File: src/core/line_adapter_pkg.sv
// Shared constants for the RS-485 and infrared line adapter.
package line_adapter_pkg;

  // Register word indices on the plain register port.
  localparam logic [3:0] AUX_FEATURE_OFS = 4'h0;
  localparam logic [3:0] STATUS_OFS = 4'h1;

  // Value of the auxiliary feature register after reset.
  localparam logic [7:0] AUX_FEATURE_RST = 8'h00;

  // Field positions inside the auxiliary feature register.
  localparam int INFRARED_BIT = 1;
  localparam int HALF_DUPLEX_BIT = 2;
  localparam int LARGE_BLOCK_BIT = 3;
  localparam int SNOOP_BIT = 4;
  localparam int DELAY_LSB = 5;
  localparam int DELAY_MSB = 7;

  // Field positions inside the status register.
  localparam int ST_ENABLE_BIT = 0;
  localparam int ST_HOLD_BIT = 1;
  localparam int ST_IR_TX_BIT = 2;
  localparam int ST_IR_RX_BIT = 3;
  localparam int ST_STORE_BIT = 4;

  // Longest post-transmit hold, in bit times.
  localparam logic [3:0] HOLD_MAX_BITS = 4'hf;

  // Counts of 16x baud ticks.
  localparam logic [3:0] TICKS_LAST = 4'hf;
  localparam logic [3:0] ENC_RISE_TICK = 4'h7;
  localparam logic [3:0] ENC_FALL_TICK = 4'ha;
  localparam logic [3:0] CNT_RST = 4'h0;

  // States of the transceiver-enable sequencer.
  typedef enum logic [1:0] {
    LINE_IDLE = 2'b00,
    LINE_DRIVE = 2'b01,
    LINE_HOLD = 2'b10
  } line_state_t;

endpackage : line_adapter_pkg

File: src/core/rs485_irda_line_adapter.sv
// Line adapter: RS-485 enable, receive gating and infrared codec.
//
// Functional notes
// - Delay field sets post-transmit hold, bit times.
// - Hold starts when both transmit stages empty.
// - New holding write cancels hold, enable stays.
// - Enable rises one bit before first stop.
// - Enable stays high while transmit data pending.
// - Large-block: interrupt on empty or threshold cross.
// - Half-duplex, large-block cleared: interrupt on shifter empty.
// - Snoop set: store, threshold, timeout, error.
// - Normal, no snoop: store, no timeout interrupt.
// - Half-duplex or infrared, no snoop or loopback: store nothing.
// - Loopback always stores; timeout needs snoop.
// - Infrared codec is single-bit slow infrared.
// - Infrared bit is sixteen ticks; zero pulses.
// - High serial input keeps encoder output low.
// - Pulse from seventh to tenth tick.
// - Pulse repeats every bit while input low.
// - After reset decoder output high, counter clear.
// - Falling edge drives decoded output low sixteen ticks.
// - Without falling edges decoded output stays high.
// - Receiver samples mid-bit, ignoring short glitches.
// - Positive pulses decode on their trailing edge.
// - Bit one selects infrared mode.
// - Bit two half-duplex, bit three large block.
// - Half-duplex, no large block: interrupt on empty.
// - Bit four is snoop; in normal mode it still enables timeout.
//
// The register offsets and the plain strobed port were decided locally.

`timescale 1ns/1ps

module rs485_irda_line_adapter
  import line_adapter_pkg::*;
#(
  parameter int LEVEL_W = 7
) (
  input wire logic core_clk_i,
  input wire logic sys_rst_i,
  input wire logic clk_en_i,
  input wire logic [3:0] reg_addr_i,
  input wire logic [7:0] reg_wdata_i,
  input wire logic reg_wr_i,
  input wire logic reg_rd_i,
  output logic [7:0] reg_rdata_o,
  input wire logic baud_x16_tick_i,
  input wire logic internal_loopback_bit_i,
  input wire logic tx_shift_empty_i,
  input wire logic tx_fifo_empty_i,
  input wire logic tx_fifo_write_i,
  input wire logic tx_pre_stop_i,
  input wire logic [LEVEL_W-1:0] tx_fifo_level_i,
  input wire logic [LEVEL_W-1:0] tx_threshold_i,
  input wire logic serial_tx_i,
  input wire logic line_rx_i,
  output logic line_tx_o,
  output logic serial_rx_o,
  output logic transceiver_enable_out_o,
  output logic tx_irq_o,
  output logic rx_store_en_o,
  output logic rx_data_irq_en_o,
  output logic rx_timeout_irq_en_o
);

  // Software-visible feature register.
  logic [7:0] aux_feature_ctrl_q;
  // Decoded feature bits.
  logic infrared_mode_enable;
  logic half_duplex_line_enable;
  logic large_block_irq_mode;
  logic receiver_snoop_enable;
  logic [2:0] post_tx_hold_delay;
  // Hold length in bit times after the field is widened.
  logic [3:0] hold_bits;

  assign infrared_mode_enable = aux_feature_ctrl_q[INFRARED_BIT];
  assign half_duplex_line_enable =
    aux_feature_ctrl_q[HALF_DUPLEX_BIT];
  assign large_block_irq_mode = aux_feature_ctrl_q[LARGE_BLOCK_BIT];
  assign receiver_snoop_enable = aux_feature_ctrl_q[SNOOP_BIT];
  assign post_tx_hold_delay = aux_feature_ctrl_q[DELAY_MSB:DELAY_LSB];

  // Three bits cover 0 to 15 bit times: steps of two, top code at 15.
  assign hold_bits = (&post_tx_hold_delay) ? HOLD_MAX_BITS :
                     {post_tx_hold_delay, 1'b0};

  // Sequencer state and counters for the transceiver enable.
  line_state_t state_q, state_d;
  logic [3:0] hold_left_q, hold_left_d;
  logic [3:0] hold_sub_q, hold_sub_d;
  logic pending;

  // Transmit data sits in the shifter or the holding FIFO.
  assign pending = !tx_shift_empty_i || !tx_fifo_empty_i;

  // Software writes the feature register; it resets to all zeros.
  always_ff @(posedge core_clk_i) begin
    if (sys_rst_i) begin
      aux_feature_ctrl_q <= AUX_FEATURE_RST;
    end else if (clk_en_i && reg_wr_i && reg_addr_i == AUX_FEATURE_OFS) begin
      aux_feature_ctrl_q <= reg_wdata_i;
    end
  end

  // Read data appear one cycle after the strobe; unmapped reads give 0.
  always_ff @(posedge core_clk_i) begin
    if (sys_rst_i) begin
      reg_rdata_o <= 8'h00;
    end else if (clk_en_i) begin
      if (reg_rd_i && reg_addr_i == AUX_FEATURE_OFS) begin
        reg_rdata_o <= aux_feature_ctrl_q;
      end else if (reg_rd_i && reg_addr_i == STATUS_OFS) begin
        reg_rdata_o <= {3'b000, rx_store_en_o, serial_rx_o, line_tx_o,
                        state_q == LINE_HOLD, transceiver_enable_out_o};
      end else begin
        reg_rdata_o <= 8'h00;
      end
    end
  end

  // Next state of the enable sequencer.
  always_comb begin
    state_d = state_q;
    hold_left_d = hold_left_q;
    hold_sub_d = hold_sub_q;
    if (!half_duplex_line_enable) begin
      // Without half-duplex mode the enable is never driven.
      state_d = LINE_IDLE;
    end else begin
      case (state_q)
        LINE_IDLE: begin
          // Raise the enable one bit before the first stop bit.
          if (tx_pre_stop_i && pending) begin
            state_d = LINE_DRIVE;
          end
        end
        LINE_DRIVE: begin
          // Stay driving while anything is left to send.
          if (!pending && !tx_fifo_write_i) begin
            // Both stages empty: start the hold, or drop at once.
            hold_left_d = hold_bits;
            hold_sub_d = CNT_RST;
            state_d = (hold_bits == 4'h0) ? LINE_IDLE : LINE_HOLD;
          end
        end
        LINE_HOLD: begin
          if (tx_fifo_write_i || pending) begin
            // Fresh data cancels the hold; the enable stays high.
            state_d = LINE_DRIVE;
          end else if (baud_x16_tick_i) begin
            // One bit time passes every sixteen ticks.
            hold_sub_d = hold_sub_q + 4'h1;
            if (hold_sub_q == TICKS_LAST) begin
              hold_left_d = hold_left_q - 4'h1;
              if (hold_left_q == 4'h1) begin
                state_d = LINE_IDLE;
              end
            end
          end
        end
        default: begin
          state_d = LINE_IDLE;
        end
      endcase
    end
  end

  // Enable sequencer registers and the enable output flop.
  always_ff @(posedge core_clk_i) begin
    if (sys_rst_i) begin
      state_q <= LINE_IDLE;
      hold_left_q <= CNT_RST;
      hold_sub_q <= CNT_RST;
      transceiver_enable_out_o <= 1'b0;
    end else if (clk_en_i) begin
      state_q <= state_d;
      hold_left_q <= hold_left_d;
      hold_sub_q <= hold_sub_d;
      transceiver_enable_out_o <= (state_d != LINE_IDLE);
    end
  end

  // History for transmit interrupt edge detection.
  logic shift_empty_q;
  logic fifo_empty_q;
  logic above_seen_q;
  logic [LEVEL_W-1:0] level_q;
  logic std_irq_mode;
  logic fifo_drained;
  logic level_crossed;
  logic shift_drained;

  // Standard behaviour unless half-duplex without large block.
  assign std_irq_mode = !half_duplex_line_enable || large_block_irq_mode;
  assign fifo_drained = tx_fifo_empty_i && !fifo_empty_q;
  assign level_crossed = (level_q > tx_threshold_i) &&
                         (tx_fifo_level_i <= tx_threshold_i);
  assign shift_drained = tx_shift_empty_i && !shift_empty_q &&
                         tx_fifo_empty_i;

  // Transmit interrupt request, one cycle per event.
  always_ff @(posedge core_clk_i) begin
    if (sys_rst_i) begin
      shift_empty_q <= 1'b1;
      fifo_empty_q <= 1'b1;
      above_seen_q <= 1'b0;
      level_q <= '0;
      tx_irq_o <= 1'b0;
    end else if (clk_en_i) begin
      shift_empty_q <= tx_shift_empty_i;
      fifo_empty_q <= tx_fifo_empty_i;
      level_q <= tx_fifo_level_i;
      // A level above threshold wins over the clear on draining.
      if (tx_fifo_level_i > tx_threshold_i) begin
        above_seen_q <= 1'b1;
      end else if (fifo_drained) begin
        above_seen_q <= 1'b0;
      end
      if (std_irq_mode) begin
        // Empty without crossing, or a threshold crossing.
        tx_irq_o <= (fifo_drained && !above_seen_q) ||
                    level_crossed;
      end else begin
        // Held off until the shifter has gone empty.
        tx_irq_o <= shift_drained;
      end
    end
  end

  // Receive gating flops, set from loopback, mode and snoop.
  always_ff @(posedge core_clk_i) begin
    if (sys_rst_i) begin
      rx_store_en_o <= 1'b1;
      rx_data_irq_en_o <= 1'b1;
      rx_timeout_irq_en_o <= 1'b0;
    end else if (clk_en_i) begin
      // Half-duplex or infrared without snoop or loopback stores nothing.
      rx_store_en_o <= internal_loopback_bit_i || receiver_snoop_enable ||
        !(half_duplex_line_enable || infrared_mode_enable);
      rx_data_irq_en_o <= internal_loopback_bit_i ||
        receiver_snoop_enable ||
        !(half_duplex_line_enable || infrared_mode_enable);
      // The timeout interrupt is only offered while snoop is set.
      rx_timeout_irq_en_o <= receiver_snoop_enable;
    end
  end

  // Infrared encoder: tick counter and pulse window.
  logic [3:0] enc_cnt_q;
  logic [3:0] enc_cnt_d;
  logic enc_pulse;

  // Count ticks within each bit while the serial input is low.
  assign enc_cnt_d = serial_tx_i ? CNT_RST :
                     (baud_x16_tick_i ? enc_cnt_q + 4'h1 : enc_cnt_q);
  assign enc_pulse = !serial_tx_i && (enc_cnt_d >= ENC_RISE_TICK) &&
                     (enc_cnt_d < ENC_FALL_TICK);

  // Encoder counter and line transmit output.
  always_ff @(posedge core_clk_i) begin
    if (sys_rst_i) begin
      enc_cnt_q <= CNT_RST;
      line_tx_o <= 1'b0;
    end else if (clk_en_i) begin
      // The counter wraps every sixteen ticks, one bit time.
      enc_cnt_q <= enc_cnt_d;
      // Infrared mode sends pulses; otherwise the bit passes through.
      line_tx_o <= infrared_mode_enable ? enc_pulse : serial_tx_i;
    end
  end

  // Infrared decoder: edge detector, tick counter and low flag.
  logic rx_prev_q;
  logic dec_low_q;
  logic [3:0] dec_cnt_q;
  logic rx_fall;

  // Only falling edges count, so positive pulses end a zero late.
  assign rx_fall = rx_prev_q && !line_rx_i;

  // Decoder state; a new edge restarts the sixteen tick window.
  always_ff @(posedge core_clk_i) begin
    if (sys_rst_i) begin
      rx_prev_q <= 1'b1;
      dec_low_q <= 1'b0;
      dec_cnt_q <= CNT_RST;
    end else if (clk_en_i) begin
      rx_prev_q <= line_rx_i;
      if (rx_fall) begin
        dec_low_q <= 1'b1;
        dec_cnt_q <= CNT_RST;
      end else if (dec_low_q && baud_x16_tick_i) begin
        dec_cnt_q <= dec_cnt_q + 4'h1;
        if (dec_cnt_q == TICKS_LAST) begin
          dec_low_q <= 1'b0;
        end
      end
    end
  end

  // Serial data toward the receiver; mid-bit sampling there hides the
  // one-tick high gap that jitter can leave between zeros.
  always_ff @(posedge core_clk_i) begin
    if (sys_rst_i) begin
      serial_rx_o <= 1'b1;
    end else if (clk_en_i) begin
      if (infrared_mode_enable) begin
        serial_rx_o <= !(rx_fall || (dec_low_q && !(baud_x16_tick_i &&
                       dec_cnt_q == TICKS_LAST)));
      end else begin
        serial_rx_o <= line_rx_i;
      end
    end
  end
endmodule : rs485_irda_line_adapter

File: config.mk
export PLATFORM = sky130hd
export DESIGN_NAME = rs485_irda_line_adapter
export DESIGN_NICKNAME = d
export VERILOG_FILES = /design/src/core/line_adapter_pkg.sv /design/src/core/rs485_irda_line_adapter.sv
export SDC_FILE = /design/constraint.sdc
export NUM_CORES = 1
export LEC_CHECK = 0
export BUFFER_PORTS_ARGS = -buffer_cell sky130_fd_sc_hd__buf_2
export CAP_MARGIN = 30
export CORE_ASPECT_RATIO = 1.5
export CORE_MARGIN = 8
export CORE_UTILIZATION = 45
export DETAILED_ROUTE_END_ITERATION = 10
export PLACE_DENSITY_LB_ADDON = 0.12
export SLEW_MARGIN = 15
export SYNTH_ARGS = -nofsm -noshare
export SYNTH_HDL_FRONTEND = slang
export SYNTH_SLANG_ARGS = --single-unit
File: constraint.sdc
create_clock -name core_clk_i -period 4.72 [get_ports core_clk_i]
set_input_delay 0.708 -clock core_clk_i [delete_from_list [all_inputs] [get_ports core_clk_i]]
set_output_delay 0.708 -clock core_clk_i [all_outputs]
set_load 0.01 [all_outputs]
==> impl_metrics.env <==
export IMPL_status="finished, final reports clean"
export IMPL_clk_latency_ns=0.31
export IMPL_routed_wl_um=6792
export IMPL_min_period_ns=2.299
export IMPL_fp_dieH_um=112.7
export IMPL_start_util_pct=46.06
export IMPL_cap_violations=0
export IMPL_startpoint_type="input port"
export IMPL_fin_crit_sh_pct=48.71
export IMPL_globalplace_congestion=0.7866
export IMPL_yosysUniqueCellTypes=58
export IMPL_worst_pin_slew_ns=0.8147
export IMPL_grt_max_degree=45
export IMPL_leakage_nw=1.362
export IMPL_dp_hpwl_um=5151
export IMPL_synthFlopType="dfxtp_1"
export IMPL_fin_tns_setup_ns=0
export IMPL_path_clk_slew_ns=0.09
export IMPL_worstPathMaxFanout=36
export IMPL_multi_input_area_mm2=0.001605
export IMPL_grt_antenna_before_repair=0
export IMPL_drtPass1Iterations=4
export IMPL_io_pins=54
export IMPL_ys_ff_latch=52
export IMPL_timing_fmax_mhz=434.9
export IMPL_endpoint_kind="register"
export IMPL_cts_resized=0
export IMPL_avgSynthCellArea_um2=8.790
export IMPL_pwr_share_seq_pct=51.8
export IMPL_slew_headroom_pct=45.24
export IMPL_diodes=0
export IMPL_cp_data_required_time_ns=4.91
export IMPL_seq_area_mm2=0.001041
export IMPL_p_per_area_mw_per_mm2=277.8
export IMPL_cts_root_buf="clkbuf_8"
export IMPL_drt_iter0_markers=154
export IMPL_slew_violations=0
export IMPL_syn_instance_count=319
export IMPL_fin_skew_ns=0.009324
export IMPL_crit_path_max_incr_delay_ns=0.60
export IMPL_comb_power_share_pct=11.6
export IMPL_yosys_area_top_type_share_pct=37.13
export IMPL_tritoncts="yes"
export IMPL_swShare_pct=24.54
export IMPL_ys_top_cells_by_area="dfxtp_1, ha_1, mux2i_1"
export IMPL_cts_setup_buffers=0
export IMPL_grt_pass1_vias=2408
export IMPL_yosys_warnings=0
export IMPL_row_count=35
export IMPL_htree_levels=2
export IMPL_p_int_mw=0.6679
export IMPL_finalPower_mw=0.8851
export IMPL_numClockSinks=52
export IMPL_grt_use_total_pct=15.57
export IMPL_cp_top_family="buffers and inverters"
export IMPL_final_layout_size_suffix_gt1_share_pct=20.33
export IMPL_slowest_stage="or4_1"
export IMPL_hold_viol=0
export IMPL_drcViolationCount=0
export IMPL_min_path_type="register to register"
export IMPL_routed_via_count=2428
export IMPL_yosysMostFrequentCell="dfxtp_1"
export IMPL_setup_viol=0
export IMPL_fin_nets=421
export IMPL_p_switching_mw=0.2172
export IMPL_nFillCells=607
export IMPL_core_area_mm2=0.006087
export IMPL_dieArea_mm2=0.009065
export IMPL_crit_buf_inv=2
export IMPL_synth_nets=377
export IMPL_synthesis_area_mm2=0.002804
export IMPL_cts_hold_buf=0
export IMPL_via_per_inst=5.543
export IMPL_async_flop_share_pct=0
export IMPL_grt_pass1_wl_um=11470
export IMPL_clkPwrFrac_pct=36.7
export IMPL_clockBufferDepth=2
export IMPL_yosys_area_top_type="dfxtp_1"
export IMPL_cts_made_buffers=5
export IMPL_ant_nets=0
export IMPL_rsz0062_at_grt="false"
export IMPL_crit_chain="buf_2 > inv_1 > or4_1 > o21ai_0 > nand2_1"
export IMPL_yosysSeqAreaShare_pct=37.13
export IMPL_synth_edf_count=0
export IMPL_cp_data_arrival_time_ns=2.49
export IMPL_critPathKind="input port to register"
export IMPL_wl_per_cell_um=15.51
export IMPL_overflow=0
export IMPL_area_growth_pct=13.61
export IMPL_io_buffers=53
export IMPL_chipWidth_um=80.45
export IMPL_vdd_ir_drop_max_v=0.0002249
export IMPL_synth_common_cells="dfxtp_1, nor2_1, a21oi_1"
-- sequential cells by signal, summed over array words and instances, names as in the netlist, 2 cells and up --
register	flops
enc_cnt_q	4
reg_rdata_o	8
aux_feature_ctrl_q	8
dec_cnt_q	4
level_q	7
hold_sub_q	4
hold_left_q	4
state_q	2
-- area by class of cell --
type | instances | area share (%)
Clock buffer | 6 | 2.592
Clock inverter | 2 | 1.218
Inverter | 16 | 1.885
Multi-Input combinational cell | 235 | 50.39
Sequential cell | 52 | 32.68
Tap cell | 74 | 2.907
Timing Repair Buffer | 53 | 8.327
-- power by group through the flow --
stage / Sequential (mW) / Clock (mW) / Combinational [mW]
2_1_floorplan: 0.469 / 0 / 0.0634
3_3_place_gp: 0.469 / 0 / 0.102
3_5_place_dp: 0.469 / 0 / 0.104
4_1_cts: 0.458 / 0.330 / 0.104
5_1_grt: 0.460 / 0.350 / 0.117
6_report: 0.458 / 0.324 / 0.102
-- cells in the final DEF, fill, tap and decap left out, types with 3 or more instances in the layout --
cell      count
dfxtp_1      52
inv_1        16
o311ai_0      3
nor2_1       43
buf_2        53
nand4_1       5
nor3_1        7
o31ai_1       3
o21ai_0      14
and3_1        3
a31oi_1       5
nand2b_1      4
nand2_1      19
clkbuf_8      6
nor2b_1       3
a221oi_1      5
a21oi_1      21
nor3b_1       3
ha_1         19
xor2_1        3
mux2i_1      18
nand3_1       9
or3_1         3
nand3b_1      5
-- worst register-to-register path, stage by stage (launching register included) --
cell	delay, ns
dfxtp_1	0.52
and2b_2	0.24
o211ai_2	0.20
o311ai_0	0.40
o31ai_1	0.14
-- kinds of logic (layout without fill, tap and decap cells) --
| kind of cell | after synthesis | count (layout) | share of synthesized area (%) |
|---|---|---|---|
| compound gates | 72 | 72 | 17.31 |
| xor+xnor | 5 | 5 | 1.562 |
| fa+ha+maj | 19 | 19 | 8.478 |
| buf+inv | 32 | 77 | 5.622 |
| flops | 52 | 52 | 37.13 |
| mux | 18 | 18 | 6.426 |
| simple gates | 121 | 121 | 23.47 |
-- worst paths after layout --
| check | from | to | slack, ns | cells after the start |
|---|---|---|---|---|
| max reg2reg | state_q[0]$_SDFFE_PP0P_ | hold_left_q[3]$_SDFFE_PP0P_ | 3.09 | 4 |
| max | clk_en_i | rx_data_irq_en_o$_SDFFE_PP1P_ | 2.42 | 5 |
| min reg2reg | hold_sub_q[1]$_SDFFE_PP0P_ | hold_sub_q[1]$_SDFFE_PP0P_ | 0.48 | 2 |
| min | hold_sub_q[1]$_SDFFE_PP0P_ | hold_sub_q[1]$_SDFFE_PP0P_ | 0.48 | 2 |
-- layer usage --
metal  vias to the layer above  wire length [µm]  GRT usage [%]
li1                       1238                 -              -
met1                      1126              2655          16.63
met2                        56              3716          28.68
met3                         8               320          3.040
met4                         0               100          5.244
met5                         -                 0              0
-- per-stage QoR --
stage | hold slack (ns) | cell area (µm²) | std cells | setup slack, ns | util, %
2_1_floorplan | 0.4492 | 2804 | 319 | 2.927 | -
3_3_place_gp | 0.4662 | 3064 | 430 | 2.139 | 50.34
3_5_place_dp | 0.4690 | 3064 | 430 | 2.082 | 50.34
4_1_cts | 0.4824 | 3186 | 438 | 2.424 | 52.33
5_1_grt | 0.5190 | 3186 | 438 | 2.270 | 52.33
6_report | 0.4792 | 3186 | 438 | 2.421 | 52.33
(Power assumes the default switching activity.)
